===== src/tfsa_pkg.sv =====
package tfsa_pkg;
   // command codes of the forward link (one byte after the start delimiter)
   localparam logic [7:0] CMD_PICK_MATCH = 8'h1A;
   localparam logic [7:0] CMD_PICK_DIFFERS = 8'h1B;
   localparam logic [7:0] CMD_DROP_MATCH = 8'h1C;
   localparam logic [7:0] CMD_DROP_DIFFERS = 8'h1D;
   localparam logic [7:0] CMD_COLLISION = 8'h08;
   localparam logic [7:0] CMD_NEXT_ROUND = 8'h09;
   localparam logic [7:0] CMD_REPEAT_NUMBER = 8'h0A;
   localparam logic [7:0] CMD_RETURN_ALL_IDLE = 8'h0B;
   localparam logic [7:0] CMD_FETCH_BLOCK = 8'h0C;
   // parameter bytes between code and crc: flag commands carry address, mask, 8 data bytes
   localparam logic [3:0] LEN_FLAG_CMD = 4'hA;
   // identification commands carry no parameter bytes
   localparam logic [3:0] LEN_IDENT_CMD = 4'h0;
   // fetch carries the 8-byte number and one address byte
   localparam logic [3:0] LEN_FETCH_CMD = 4'h9;
   // byte counter ceiling of the receive side; a longer frame is junk
   localparam logic [3:0] RX_CNT_MAX = 4'hF;
   // bytes of crc trailing every frame
   localparam logic [3:0] RX_CRC_BYTES = 4'h2;
   // slot counter values
   localparam logic [7:0] SLOT_RESET = 8'h00;
   localparam logic [7:0] SLOT_MAX = 8'hFF;
   // body bytes of every answer (number or memory block), last index
   localparam logic [2:0] TX_LAST_IDX = 3'h7;
   // crc-16, msb first, preset all ones
   localparam logic [15:0] CRC_POLY = 16'h1021;
   localparam logic [15:0] CRC_PRESET = 16'hFFFF;
   // random bit source seed, any nonzero value
   localparam logic [15:0] LFSR_SEED = 16'hACE1;
   localparam logic [15:0] LFSR_TAPS = 16'hB400;

   // tag state, gray along standby -> arbitration -> transfer
   typedef enum logic [1:0] {
      TFSA_STANDBY = 2'h0,
      TFSA_ARBITRATION = 2'h1,
      TFSA_TRANSFER = 2'h3
   } tfsa_state_t;

   // answer sequencer, gray along idle -> crc low, but the send -> load loop flips two bits
   typedef enum logic [2:0] {
      TFSA_TX_IDLE = 3'h0,
      TFSA_TX_PRE = 3'h1,
      TFSA_TX_LOAD = 3'h3,
      TFSA_TX_FILL = 3'h2,
      TFSA_TX_SEND = 3'h6,
      TFSA_TX_CRCH = 3'h7,
      TFSA_TX_CRCL = 3'h5
   } tfsa_tx_t;
endpackage


===== src/tfsa_top.sv =====
`timescale 1ns/1ps
// How it works
// - standby equal match pick: clear, answer, arbitrate
// - standby differing pick: clear, answer, arbitrate
// - pick in arbitration always clears and answers
// - zero mask: equal pick selects every tag, differing pick none
// - matching drop returns silently to standby
// - failed drop clears, answers, keeps arbitrating
// - other flag command cases stay silent
// - collision bumps counter if nonzero or random
// - answer after collision/next round if zero
// - next round decrements nonzero counter
// - repeat answers only with zero counter
// - return idle: standby, clear transfer, silent
// - frame: preamble, delimiter, code, crc
// - answer: preamble, number, crc
// - fetch with own number sends eight bytes
// - matching fetch marks address as lockable
module tfsa_top #(
   parameter int MEM_AW = 8
) (
   input wire logic ref_clk,
   input wire logic rst,
   input wire logic ce,
   input wire logic rx_sof,
   input wire logic rx_valid,
   input wire logic [7:0] rx_byte,
   input wire logic rx_eof,
   input wire logic [7:0] tag_status_byte,
   input wire logic [63:0] unique_tag_number,
   output logic tx_valid,
   input wire logic tx_ready,
   output logic tx_is_preamble,
   output logic [7:0] tx_data,
   output logic tx_last,
   output logic transfer_status_bit,
   output logic arbitration_active,
   output logic [7:0] slot_counter,
   output logic lock_prep_valid,
   output logic [MEM_AW-1:0] lock_prep_addr,
   input wire logic mem_load_en,
   input wire logic [MEM_AW-1:0] mem_load_addr,
   input wire logic [7:0] mem_load_data
);
   // the demodulator and modulator run on ref_clk, so no synchronisers are needed here

   // receive side state
   logic busy_r, busy_nxt; // inside a frame
   logic [3:0] cnt_r, cnt_nxt; // bytes seen after the delimiter
   logic bad_r, bad_nxt; // frame overran the counter
   logic [15:0] hold_r, hold_nxt; // last two bytes, the crc once the frame ends
   logic [7:0] code_r, code_nxt; // command code
   logic [79:0] par_r, par_nxt; // parameter bytes, newest in the low byte
   logic rxcrc_clr, rxcrc_en;
   logic [15:0] rxcrc;
   logic [3:0] len_want; // parameter bytes this code must carry
   logic len_known;
   logic frame_end; // well-formed end of a frame
   logic crc_ok;
   logic exec; // a checked command acts this cycle

   // tag state
   tfsa_pkg::tfsa_state_t state_r, state_nxt;
   logic [7:0] slot_r, slot_nxt;
   logic [15:0] lfsr_r, lfsr_nxt; // random bit source, steps every enabled cycle
   logic lock_v_r, lock_v_nxt;
   logic [MEM_AW-1:0] lock_a_r, lock_a_nxt;
   logic [MEM_AW-1:0] base_r, base_nxt; // start address of a fetched block
   logic resp_uid, resp_mem; // start an answer
   logic status_eq; // masked status compare
   logic id_match;

   // answer side state
   tfsa_pkg::tfsa_tx_t tx_r, tx_nxt;
   logic [2:0] idx_r, idx_nxt;
   logic [7:0] data_r, data_nxt;
   logic src_mem_r, src_mem_nxt;
   logic txcrc_clr, txcrc_en;
   logic [15:0] txcrc;
   logic [7:0] mem_rd;
   logic [MEM_AW-1:0] mem_rd_addr;

   // frame intake: the crc trails, so each byte is treated as payload only two bytes later
   always_comb
   begin
      busy_nxt = busy_r;
      cnt_nxt = cnt_r;
      bad_nxt = bad_r;
      hold_nxt = hold_r;
      code_nxt = code_r;
      par_nxt = par_r;
      rxcrc_clr = 1'b0;
      rxcrc_en = 1'b0;
      if (rx_sof)
      begin
         // a fresh delimiter always restarts parsing, a torn frame is dropped
         busy_nxt = 1'b1;
         cnt_nxt = 4'h0;
         bad_nxt = 1'b0;
         rxcrc_clr = 1'b1;
      end
      else if (busy_r && rx_valid)
      begin
         hold_nxt = {hold_r[7:0], rx_byte};
         if (cnt_r != tfsa_pkg::RX_CNT_MAX)
            cnt_nxt = cnt_r + 4'h1;
         else
            bad_nxt = 1'b1;
         if (cnt_r >= tfsa_pkg::RX_CRC_BYTES)
         begin
            // byte two places back is payload: code first, then parameters
            rxcrc_en = 1'b1;
            if (cnt_r == tfsa_pkg::RX_CRC_BYTES)
               code_nxt = hold_r[15:8];
            else
               par_nxt = {par_r[71:0], hold_r[15:8]};
         end
      end
      else if (rx_eof)
         busy_nxt = 1'b0;
   end

   // receive registers
   always_ff @(posedge ref_clk)
   begin
      if (rst)
      begin
         busy_r <= 1'b0;
         cnt_r <= 4'h0;
         bad_r <= 1'b0;
         hold_r <= 16'h0000;
         code_r <= 8'h00;
         par_r <= 80'h0;
      end
      else if (ce)
      begin
         busy_r <= busy_nxt;
         cnt_r <= cnt_nxt;
         bad_r <= bad_nxt;
         hold_r <= hold_nxt;
         code_r <= code_nxt;
         par_r <= par_nxt;
      end
   end

   tfsa_crc16 u_rx_crc (
      .ref_clk(ref_clk),
      .rst(rst),
      .ce(ce),
      .clear(rxcrc_clr),
      .en(rxcrc_en),
      .data(hold_r[15:8]),
      .crc(rxcrc)
   );

   // parameter length each code must carry; unknown codes are ignored
   always_comb
   begin
      len_known = 1'b1;
      len_want = tfsa_pkg::LEN_IDENT_CMD;
      if (code_r == tfsa_pkg::CMD_PICK_MATCH || code_r == tfsa_pkg::CMD_PICK_DIFFERS ||
          code_r == tfsa_pkg::CMD_DROP_MATCH || code_r == tfsa_pkg::CMD_DROP_DIFFERS)
         len_want = tfsa_pkg::LEN_FLAG_CMD;
      else if (code_r == tfsa_pkg::CMD_FETCH_BLOCK)
         len_want = tfsa_pkg::LEN_FETCH_CMD;
      else if (code_r != tfsa_pkg::CMD_COLLISION && code_r != tfsa_pkg::CMD_NEXT_ROUND &&
               code_r != tfsa_pkg::CMD_REPEAT_NUMBER && code_r != tfsa_pkg::CMD_RETURN_ALL_IDLE)
         len_known = 1'b0;
   end

   // a frame acts only if crc, length and code check, and no answer is still going out
   assign crc_ok = (rxcrc == hold_r);
   assign frame_end = rx_eof && !rx_sof && busy_r && !bad_r &&
                      (cnt_r > tfsa_pkg::RX_CRC_BYTES);
   assign exec = ce && frame_end && crc_ok && len_known &&
                 (cnt_r - tfsa_pkg::RX_CRC_BYTES - 4'h1 == len_want) &&
                 (tx_r == tfsa_pkg::TFSA_TX_IDLE);

   // flag commands: par holds address, mask, then the compare byte first among the data
   assign status_eq = ((tag_status_byte ^ par_r[63:56]) & par_r[71:64]) == 8'h00;
   assign id_match = (par_r[71:8] == unique_tag_number);

   // command interpreter
   always_comb
   begin
      state_nxt = state_r;
      slot_nxt = slot_r;
      lfsr_nxt = {1'b0, lfsr_r[15:1]} ^ (lfsr_r[0] ? tfsa_pkg::LFSR_TAPS : 16'h0000);
      lock_v_nxt = 1'b0;
      lock_a_nxt = lock_a_r;
      base_nxt = base_r;
      resp_uid = 1'b0;
      resp_mem = 1'b0;
      if (exec)
      begin
         case (code_r)
            tfsa_pkg::CMD_PICK_MATCH, tfsa_pkg::CMD_PICK_DIFFERS:
            begin
               if (state_r == tfsa_pkg::TFSA_ARBITRATION)
               begin
                  slot_nxt = tfsa_pkg::SLOT_RESET;
                  resp_uid = 1'b1;
               end
               else if (state_r == tfsa_pkg::TFSA_STANDBY &&
                        (status_eq == (code_r == tfsa_pkg::CMD_PICK_MATCH)))
               begin
                  slot_nxt = tfsa_pkg::SLOT_RESET;
                  resp_uid = 1'b1;
                  state_nxt = tfsa_pkg::TFSA_ARBITRATION;
               end
               // transfer state or unmet compare: silent and unchanged
            end
            tfsa_pkg::CMD_DROP_MATCH, tfsa_pkg::CMD_DROP_DIFFERS:
            begin
               if (state_r == tfsa_pkg::TFSA_ARBITRATION)
               begin
                  if (status_eq == (code_r == tfsa_pkg::CMD_DROP_MATCH))
                     state_nxt = tfsa_pkg::TFSA_STANDBY;
                  else
                  begin
                     slot_nxt = tfsa_pkg::SLOT_RESET;
                     resp_uid = 1'b1;
                  end
               end
               // outside arbitration nothing happens
            end
            tfsa_pkg::CMD_COLLISION:
            begin
               // only tags taking part in arbitration back off or answer
               if (state_r == tfsa_pkg::TFSA_ARBITRATION)
               begin
                  if ((slot_r != tfsa_pkg::SLOT_RESET) || lfsr_r[0])
                  begin
                     if (slot_r != tfsa_pkg::SLOT_MAX)
                        slot_nxt = slot_r + 8'h01;
                  end
                  else
                     resp_uid = 1'b1;
               end
            end
            tfsa_pkg::CMD_NEXT_ROUND:
            begin
               if (state_r == tfsa_pkg::TFSA_ARBITRATION)
               begin
                  if (slot_r != tfsa_pkg::SLOT_RESET)
                     slot_nxt = slot_r - 8'h01;
                  resp_uid = (slot_r == tfsa_pkg::SLOT_RESET) ||
                             (slot_r == 8'h01);
               end
            end
            tfsa_pkg::CMD_REPEAT_NUMBER:
            begin
               if (state_r == tfsa_pkg::TFSA_ARBITRATION && slot_r == tfsa_pkg::SLOT_RESET)
                  resp_uid = 1'b1;
            end
            tfsa_pkg::CMD_RETURN_ALL_IDLE:
            begin
               state_nxt = tfsa_pkg::TFSA_STANDBY;
            end
            tfsa_pkg::CMD_FETCH_BLOCK:
            begin
               if (id_match)
               begin
                  state_nxt = tfsa_pkg::TFSA_TRANSFER;
                  resp_mem = 1'b1;
                  base_nxt = par_r[MEM_AW-1:0];
                  lock_v_nxt = 1'b1;
                  lock_a_nxt = par_r[MEM_AW-1:0];
               end
            end
            default:
            begin
               state_nxt = state_r;
            end
         endcase
      end
   end

   // tag registers
   always_ff @(posedge ref_clk)
   begin
      if (rst)
      begin
         state_r <= tfsa_pkg::TFSA_STANDBY;
         slot_r <= tfsa_pkg::SLOT_RESET;
         lfsr_r <= tfsa_pkg::LFSR_SEED;
         lock_v_r <= 1'b0;
         lock_a_r <= '0;
         base_r <= '0;
      end
      else if (ce)
      begin
         state_r <= state_nxt;
         slot_r <= slot_nxt;
         lfsr_r <= lfsr_nxt;
         lock_v_r <= lock_v_nxt;
         lock_a_r <= lock_a_nxt;
         base_r <= base_nxt;
      end
   end

   // answer sequencer: preamble, eight body bytes, crc high then low
   assign mem_rd_addr = base_r + MEM_AW'(idx_r);
   always_comb
   begin
      tx_nxt = tx_r;
      idx_nxt = idx_r;
      data_nxt = data_r;
      src_mem_nxt = src_mem_r;
      txcrc_clr = 1'b0;
      txcrc_en = 1'b0;
      case (tx_r)
         tfsa_pkg::TFSA_TX_IDLE:
         begin
            if (resp_uid || resp_mem)
            begin
               tx_nxt = tfsa_pkg::TFSA_TX_PRE;
               idx_nxt = 3'h0;
               src_mem_nxt = resp_mem;
               txcrc_clr = 1'b1;
            end
         end
         tfsa_pkg::TFSA_TX_PRE:
            if (tx_ready)
               tx_nxt = tfsa_pkg::TFSA_TX_LOAD;
         tfsa_pkg::TFSA_TX_LOAD:
            // memory address is presented now, its data arrive next cycle
            tx_nxt = tfsa_pkg::TFSA_TX_FILL;
         tfsa_pkg::TFSA_TX_FILL:
         begin
            data_nxt = src_mem_r ? mem_rd : unique_tag_number[8*(7-idx_r) +: 8];
            txcrc_en = 1'b1;
            tx_nxt = tfsa_pkg::TFSA_TX_SEND;
         end
         tfsa_pkg::TFSA_TX_SEND:
         begin
            if (tx_ready)
            begin
               if (idx_r == tfsa_pkg::TX_LAST_IDX)
               begin
                  data_nxt = txcrc[15:8];
                  tx_nxt = tfsa_pkg::TFSA_TX_CRCH;
               end
               else
               begin
                  idx_nxt = idx_r + 3'h1;
                  tx_nxt = tfsa_pkg::TFSA_TX_LOAD;
               end
            end
         end
         tfsa_pkg::TFSA_TX_CRCH:
         begin
            if (tx_ready)
            begin
               data_nxt = txcrc[7:0];
               tx_nxt = tfsa_pkg::TFSA_TX_CRCL;
            end
         end
         tfsa_pkg::TFSA_TX_CRCL:
            if (tx_ready)
               tx_nxt = tfsa_pkg::TFSA_TX_IDLE;
         default:
            tx_nxt = tfsa_pkg::TFSA_TX_IDLE;
      endcase
   end

   // answer registers
   always_ff @(posedge ref_clk)
   begin
      if (rst)
      begin
         tx_r <= tfsa_pkg::TFSA_TX_IDLE;
         idx_r <= 3'h0;
         data_r <= 8'h00;
         src_mem_r <= 1'b0;
      end
      else if (ce)
      begin
         tx_r <= tx_nxt;
         idx_r <= idx_nxt;
         data_r <= data_nxt;
         src_mem_r <= src_mem_nxt;
      end
   end

   tfsa_crc16 u_tx_crc (
      .ref_clk(ref_clk),
      .rst(rst),
      .ce(ce),
      .clear(txcrc_clr),
      .en(txcrc_en),
      .data(data_nxt),
      .crc(txcrc)
   );

   tfsa_mem #(.AW(MEM_AW), .DW(8)) u_mem (
      .ref_clk(ref_clk),
      .ce(ce),
      .wr_en(mem_load_en),
      .wr_addr(mem_load_addr),
      .wr_data(mem_load_data),
      .rd_addr(mem_rd_addr),
      .rd_data(mem_rd)
   );

   // outputs
   assign tx_valid = (tx_r == tfsa_pkg::TFSA_TX_PRE) || (tx_r == tfsa_pkg::TFSA_TX_SEND) ||
                     (tx_r == tfsa_pkg::TFSA_TX_CRCH) || (tx_r == tfsa_pkg::TFSA_TX_CRCL);
   assign tx_is_preamble = (tx_r == tfsa_pkg::TFSA_TX_PRE);
   assign tx_last = (tx_r == tfsa_pkg::TFSA_TX_CRCL);
   assign tx_data = data_r;
   assign transfer_status_bit = (state_r == tfsa_pkg::TFSA_TRANSFER);
   assign arbitration_active = (state_r == tfsa_pkg::TFSA_ARBITRATION);
   assign slot_counter = slot_r;
   assign lock_prep_valid = lock_v_r;
   assign lock_prep_addr = lock_a_r;

   // checks
   a_pick_enters_arb: assert property (@(posedge ref_clk) disable iff (rst)
      exec && code_r == tfsa_pkg::CMD_PICK_MATCH && status_eq &&
      state_r == tfsa_pkg::TFSA_STANDBY |=> arbitration_active && slot_r == 8'h00 && tx_valid)
      else $error("equal pick did not select the tag");
   a_pick_arb_always: assert property (@(posedge ref_clk) disable iff (rst)
      exec && code_r == tfsa_pkg::CMD_PICK_DIFFERS && arbitration_active
      |=> arbitration_active && slot_r == 8'h00 && tx_r == tfsa_pkg::TFSA_TX_PRE)
      else $error("pick in arbitration did not answer");
   a_drop_silent: assert property (@(posedge ref_clk) disable iff (rst)
      exec && code_r == tfsa_pkg::CMD_DROP_MATCH && arbitration_active && status_eq
      |=> state_r == tfsa_pkg::TFSA_STANDBY ##0 !tx_valid [*3])
      else $error("matching drop was not silent");
   a_coll_saturates: assert property (@(posedge ref_clk) disable iff (rst)
      exec && code_r == tfsa_pkg::CMD_COLLISION && arbitration_active && slot_r == 8'hFF
      |=> slot_r == 8'hFF && !tx_valid)
      else $error("collision moved a full counter");
   a_next_decrements: assert property (@(posedge ref_clk) disable iff (rst)
      exec && code_r == tfsa_pkg::CMD_NEXT_ROUND && arbitration_active && slot_r != 8'h00
      |=> slot_r == $past(slot_r) - 8'h01)
      else $error("next round did not decrement");
   a_repeat_quiet: assert property (@(posedge ref_clk) disable iff (rst)
      exec && code_r == tfsa_pkg::CMD_REPEAT_NUMBER && slot_r != 8'h00
      |=> $stable(slot_r) && tx_r == tfsa_pkg::TFSA_TX_IDLE)
      else $error("repeat answered with a nonzero counter");
   a_idle_clears: assert property (@(posedge ref_clk) disable iff (rst)
      exec && code_r == tfsa_pkg::CMD_RETURN_ALL_IDLE
      |=> !transfer_status_bit && !arbitration_active && !tx_valid [*2])
      else $error("return idle left a state set or answered");
   a_fetch_locks: assert property (@(posedge ref_clk) disable iff (rst)
      exec && code_r == tfsa_pkg::CMD_FETCH_BLOCK && id_match
      |=> lock_prep_valid && lock_prep_addr == $past(par_r[MEM_AW-1:0]) && transfer_status_bit)
      else $error("matching fetch did not mark the byte");
   a_bad_crc_inert: assert property (@(posedge ref_clk) disable iff (rst)
      ce && frame_end && !crc_ok |=> $stable(state_r) && $stable(slot_r) && !lock_prep_valid)
      else $error("frame with bad crc changed the tag");
   a_answer_order: assert property (@(posedge ref_clk) disable iff (rst)
      ce && tx_r == tfsa_pkg::TFSA_TX_IDLE && tx_nxt == tfsa_pkg::TFSA_TX_PRE
      |=> tx_valid && tx_is_preamble && !tx_last)
      else $error("answer did not open with the preamble");
endmodule


===== src/tfsa_crc16.sv =====
`timescale 1ns/1ps
// byte-wide crc-16 register, one byte per enabled cycle
module tfsa_crc16 #(
   parameter logic [15:0] POLY = tfsa_pkg::CRC_POLY,
   parameter logic [15:0] PRESET = tfsa_pkg::CRC_PRESET
) (
   input wire logic ref_clk,
   input wire logic rst,
   input wire logic ce,
   input wire logic clear,
   input wire logic en,
   input wire logic [7:0] data,
   output logic [15:0] crc
);
   logic [15:0] crc_r; // running remainder
   logic [15:0] crc_nxt;
   logic [15:0] c; // working copy

   // clear first, then fold the byte in, so clear and en together start a new frame
   always_comb
   begin
      c = clear ? PRESET : crc_r;
      if (en)
      begin
         for (int i = 7; i >= 0; i--)
         begin
            if (c[15] ^ data[i])
               c = {c[14:0], 1'b0} ^ POLY;
            else
               c = {c[14:0], 1'b0};
         end
      end
      crc_nxt = c;
   end

   // register only
   always_ff @(posedge ref_clk)
   begin
      if (rst)
         crc_r <= PRESET;
      else if (ce)
         crc_r <= crc_nxt;
   end

   assign crc = crc_r;
endmodule


===== src/tfsa_mem.sv =====
`timescale 1ns/1ps
// tag user memory, one write port for loading, registered read port
module tfsa_mem #(
   parameter int AW = 8,
   parameter int DW = 8
) (
   input wire logic ref_clk,
   input wire logic ce,
   input wire logic wr_en,
   input wire logic [AW-1:0] wr_addr,
   input wire logic [DW-1:0] wr_data,
   input wire logic [AW-1:0] rd_addr,
   output logic [DW-1:0] rd_data
);
   logic [DW-1:0] store [0:(1<<AW)-1]; // contents carry no reset, like the real array
   logic [DW-1:0] rd_r; // read data register
   logic [DW-1:0] rd_nxt;

   // read next value, write-first is not needed since loads and reads never overlap
   always_comb
   begin
      rd_nxt = store[rd_addr];
   end

   // array write and read register
   always_ff @(posedge ref_clk)
   begin
      if (ce)
      begin
         rd_r <= rd_nxt;
         if (wr_en)
            store[wr_addr] <= wr_data;
      end
   end

   assign rd_data = rd_r;
endmodule


===== config.mk =====
export PLATFORM = sky130hd
export DESIGN_NAME = tfsa_top
export DESIGN_NICKNAME = d
export VERILOG_FILES = /design/src/tfsa_pkg.sv /design/src/tfsa_top.sv /design/src/tfsa_crc16.sv /design/src/tfsa_mem.sv
export SDC_FILE = /design/constraint.sdc
export NUM_CORES = 2
export LEC_CHECK = 0
export BUFFER_PORTS_ARGS = -buffer_cell sky130_fd_sc_hd__buf_4
export CAP_MARGIN = 5
export CORE_MARGIN = 4
export CORE_UTILIZATION = 35
export CTS_CLUSTER_DIAMETER = 100
export DETAILED_ROUTE_END_ITERATION = 6
export SLEW_MARGIN = 25
export SYNTH_ARGS = -nofsm -noshare
export SYNTH_HDL_FRONTEND = slang
export SYNTH_SLANG_ARGS = --single-unit

===== constraint.sdc =====
create_clock -name ref_clk -period 3.6 [get_ports ref_clk]
set_input_delay 0.72 -clock ref_clk [delete_from_list [all_inputs] [get_ports ref_clk]]
set_output_delay 0.72 -clock ref_clk [all_outputs]
set_load 0.005 [all_outputs]

==> run_results.csv <==
group,metric,value,unit
synthesis,synth_compound_area_share,2.019,%
power,powerDensity,482.6,nW/um^2
power,switching_share,20.29,%
route,drc,1,
critical_path,cp_data_required_time,4.20,ns
floorplanning,start_util,35.24,%
power,leakagePower,33.60,nW
power,comb_power_share,1.9,%
route,vias,47360,
clocking,clock_latency,0.85,ns
finish,final_layout_size_suffix_gt1_share,32.53,%
sta,rsz0062_at_grt,"yes",
synthesis,synth_top_family_by_area,"multiplexers",
route,wire_per_inst,26.57,um
floorplanning,rows,185,
power,p_seq_share,55.1,%
grt,overflow,0,
finish,layout_commonest_cell,"edfxtp_1",
sta,holdWs,0.1290,ns
route,dr.pass1.iters,7,
route,drtAntennaViolNets,0,
sta,maxSlewViolCount,0,
clocking,cts_sinks,2240,
finish,syn_to_final_growth,19.40,%
finish,seq_area,65430,um^2
sta,max_freq,244.0,MHz
sta,fin_crit_sh,113.8,%
floorplanning,die_w,514.1,um
sta,finalHoldViolCount,0,
sta,tns,-3.645,ns
finish,final_cell_mix,"2056 x edfxtp_1, 688 x mux4_2, 587 x buf_4",
sta,finalWorstSetupSlack,-0.4981,ns
synthesis,yosysTopAreaCellShare,68.86,%
finish,fillers,21980,
synthesis,synthCells,4561,
place,portBuffers,133,
synthesis,synth_fa_ha_area_share,0.1758,%
critical_path,cp_max_fo,8,
power,p_int,0.04118,W
finish,nets,5339,
synthesis,syn_nets,4677,
critical_path,startpoint,"idx_r[0]",
grt,grt_usage,17.11,%
place,place_congestion,0.8723,
critical_path,worstSetupPathType,"reg2reg",
route,drt-vias-per-instance,5.396,
synthesis,ys_top_cells_by_area,"edfxtp_1 69%, mux4_2 17%, dfxtp_1 4.1%",
synthesis,syn_avg_cell_area,19.66,um^2
clocking,cts_hold_buf,0,
route,drt_wl_total,233.2,mm
power,worst_ir_drop_vdd,498.5,uV
grt,grt_pass1_vias,47530,
synthesis,ys_seq_area_share,72.97,%
floorplanning,dieArea,264300,um^2
clocking,clk_pin_slew_worst_paths,0.06,ns
synthesis,yosys.area.top_type,"edfxtp_1",
sta,relSlewSlack,36.94,%
place,dpl_cell_area,98880,um^2
worst_hold_path,hp-start,"rx_byte[3]",
clocking,htreeDepth,4,
synthesis,synth_ff_type,"edfxtp_1",
grt,grt_max_degree,151,
floorplanning,fp.dieH,514.1,um
clocking,cts_buffer_depth,3,
job,cap_violations,0,
clocking,numCtsBuffers,216,
power,p_clk_share,43.1,%
place,hpwl,147.2,mm
route,drt_iter0_drc,5416,
sta,finalCriticalPeriod,4.098,ns
synthesis,async_reset_ff_share,0,%
critical_path,timing.rr.start,"idx_r[0]",
synthesis,synth_edf_count,2056,
clocking,cts-root-buf,"clkbuf_16",
grt,grt_pass1_wl,334.2,mm
synthesis,synth_xor_area_share,1.534,%
sta,tightestPinTransition,0.9459,ns
synthesis,ys_types,73,
run_status,violations,"design-rule violations, negative setup slack",
synthesis,synth_seq_cells,2240,
floorplanning,fp.coreArea,254400,um^2
run_status,outcome,"finished with violations",
finish,multiInputGateArea,23340,um^2
synthesis,yosys.area_share.simple,4.117,%
synthesis,yosysWarnings,0,
sta,setup_viol,8,
critical_path,crit_path_start_kind,"register",
synthesis,syn_area,89660,um^2
power,power.switching,0.01048,W
finish,design_area,107000,um^2
worst_hold_path,worst_hold_path_type,"in2reg",
floorplanning,ios,134,
grt,antenna_found_initial,11,
synthesis,synthMuxAreaShare,17.94,%
critical_path,cp-end-kind,"register",
critical_path,crit_arrival,4.70,ns
sta,fin_worst_skew,0.07328,ns
clocking,cts_tree,"yes",
[what timing repair did]
action                                  CTS  global route
endpoints found under the setup margin    8            10
resized for setup                        62            26
gates cloned                              7            18
pin swaps                                 3             7
buffers inserted                          7            18
[synth_stat cells (46+ instances only)]
cell	count
nand2_1	226
buf_1	54
mux4_2	688
dfxtp_1	184
o21ai_0	46
a21oi_1	135
xnor2_1	65
nand3_1	46
edfxtp_1	2056
clkbuf_1	207
mux2i_1	51
nor2_1	370
xor2_1	83
[critical path, cell delays in order, from the launching register on]
cell and delay, ns:
dfxtp_2 0.34, ha_4 0.16, fa_4 0.88, buf_16 0.20
buf_16 0.17, buf_8 0.13, clkbuf_16 0.17, mux4_2 0.30
mux4_2 0.54, mux4_2 0.54, mux2i_4 0.29, o21ai_1 0.10
[registers in the layout, summed over array words and instances, names as in the netlist, 3 cells and up, named ones only]
name / flops
code_r: 8
hold_r: 16
u_tx_crc.crc: 16
tx_data: 8
u_rx_crc.crc: 16
cnt_r: 4
par_r: 72
base_r: 8
u_mem.rd_data: 8
idx_r: 3
u_mem.store: 2048
lfsr_r: 16
slot_counter: 8
[through the flow]
stage | total power [W] | setup WS [ns] | utilization, % | cells
finish | 0.05166 | -0.4981 | 42.08 | 8777
global route | 0.05336 | -0.5178 | 42.07 | 8770
CTS | 0.05215 | -0.5042 | 41.81 | 8736
detailed placement | 0.02996 | -0.9165 | 38.87 | 8324
global placement | 0.02992 | -0.9900 | 38.87 | 8324
floorplan | 0.02926 | 0.001961 | - | 4561
[logic make-up after synthesis]
| family | count (synthesis) |
|---|---|
| simple gates | 822 |
| compound gates | 299 |
| buf+inv | 290 |
| flops | 2240 |
| mux | 746 |
| xor+xnor | 152 |
| fa+ha+maj | 12 |
[power by group through the flow]
stage               clock, W  sequential, W  combinational (W)
finish                0.0223         0.0284           0.000959
global route          0.0239         0.0284            0.00103
global placement           0         0.0290           0.000924
detailed placement         0         0.0290           0.000959
CTS                   0.0227         0.0284           0.000960
floorplan                  0         0.0290           0.000268
[per-layer routing]
metal  track usage [%]  routed length [um]
met1             24.22               97250
met2             27.15              110500
met3             3.541               19430
met5                 0                  17
met4             4.297                6005
[worst paths after layout]
| path | cells after the start | slack, ns | to |
|---|---|---|---|
| setup / recovery | 11 | -0.50 | u_mem.rd_data[6] |
| hold / removal | 3 | 0.13 | hold_r[3] |
| setup reg to reg | 11 | -0.50 | u_mem.rd_data[6] |
| hold reg to reg | 1 | 0.46 | lfsr_r[6] |
[final cells by class]
type,count,share of cell area (%)
sequential,2240,61.12
timing repair buffer,719,6.594
clock inverter,133,1.219
inverter,15,0.05260
multi-input combinational,2031,21.80
clock buffer,266,5.264
tap,3366,3.934
antenna,7,0.01636
No activity file was read; power rests on OpenSTA's default activity.
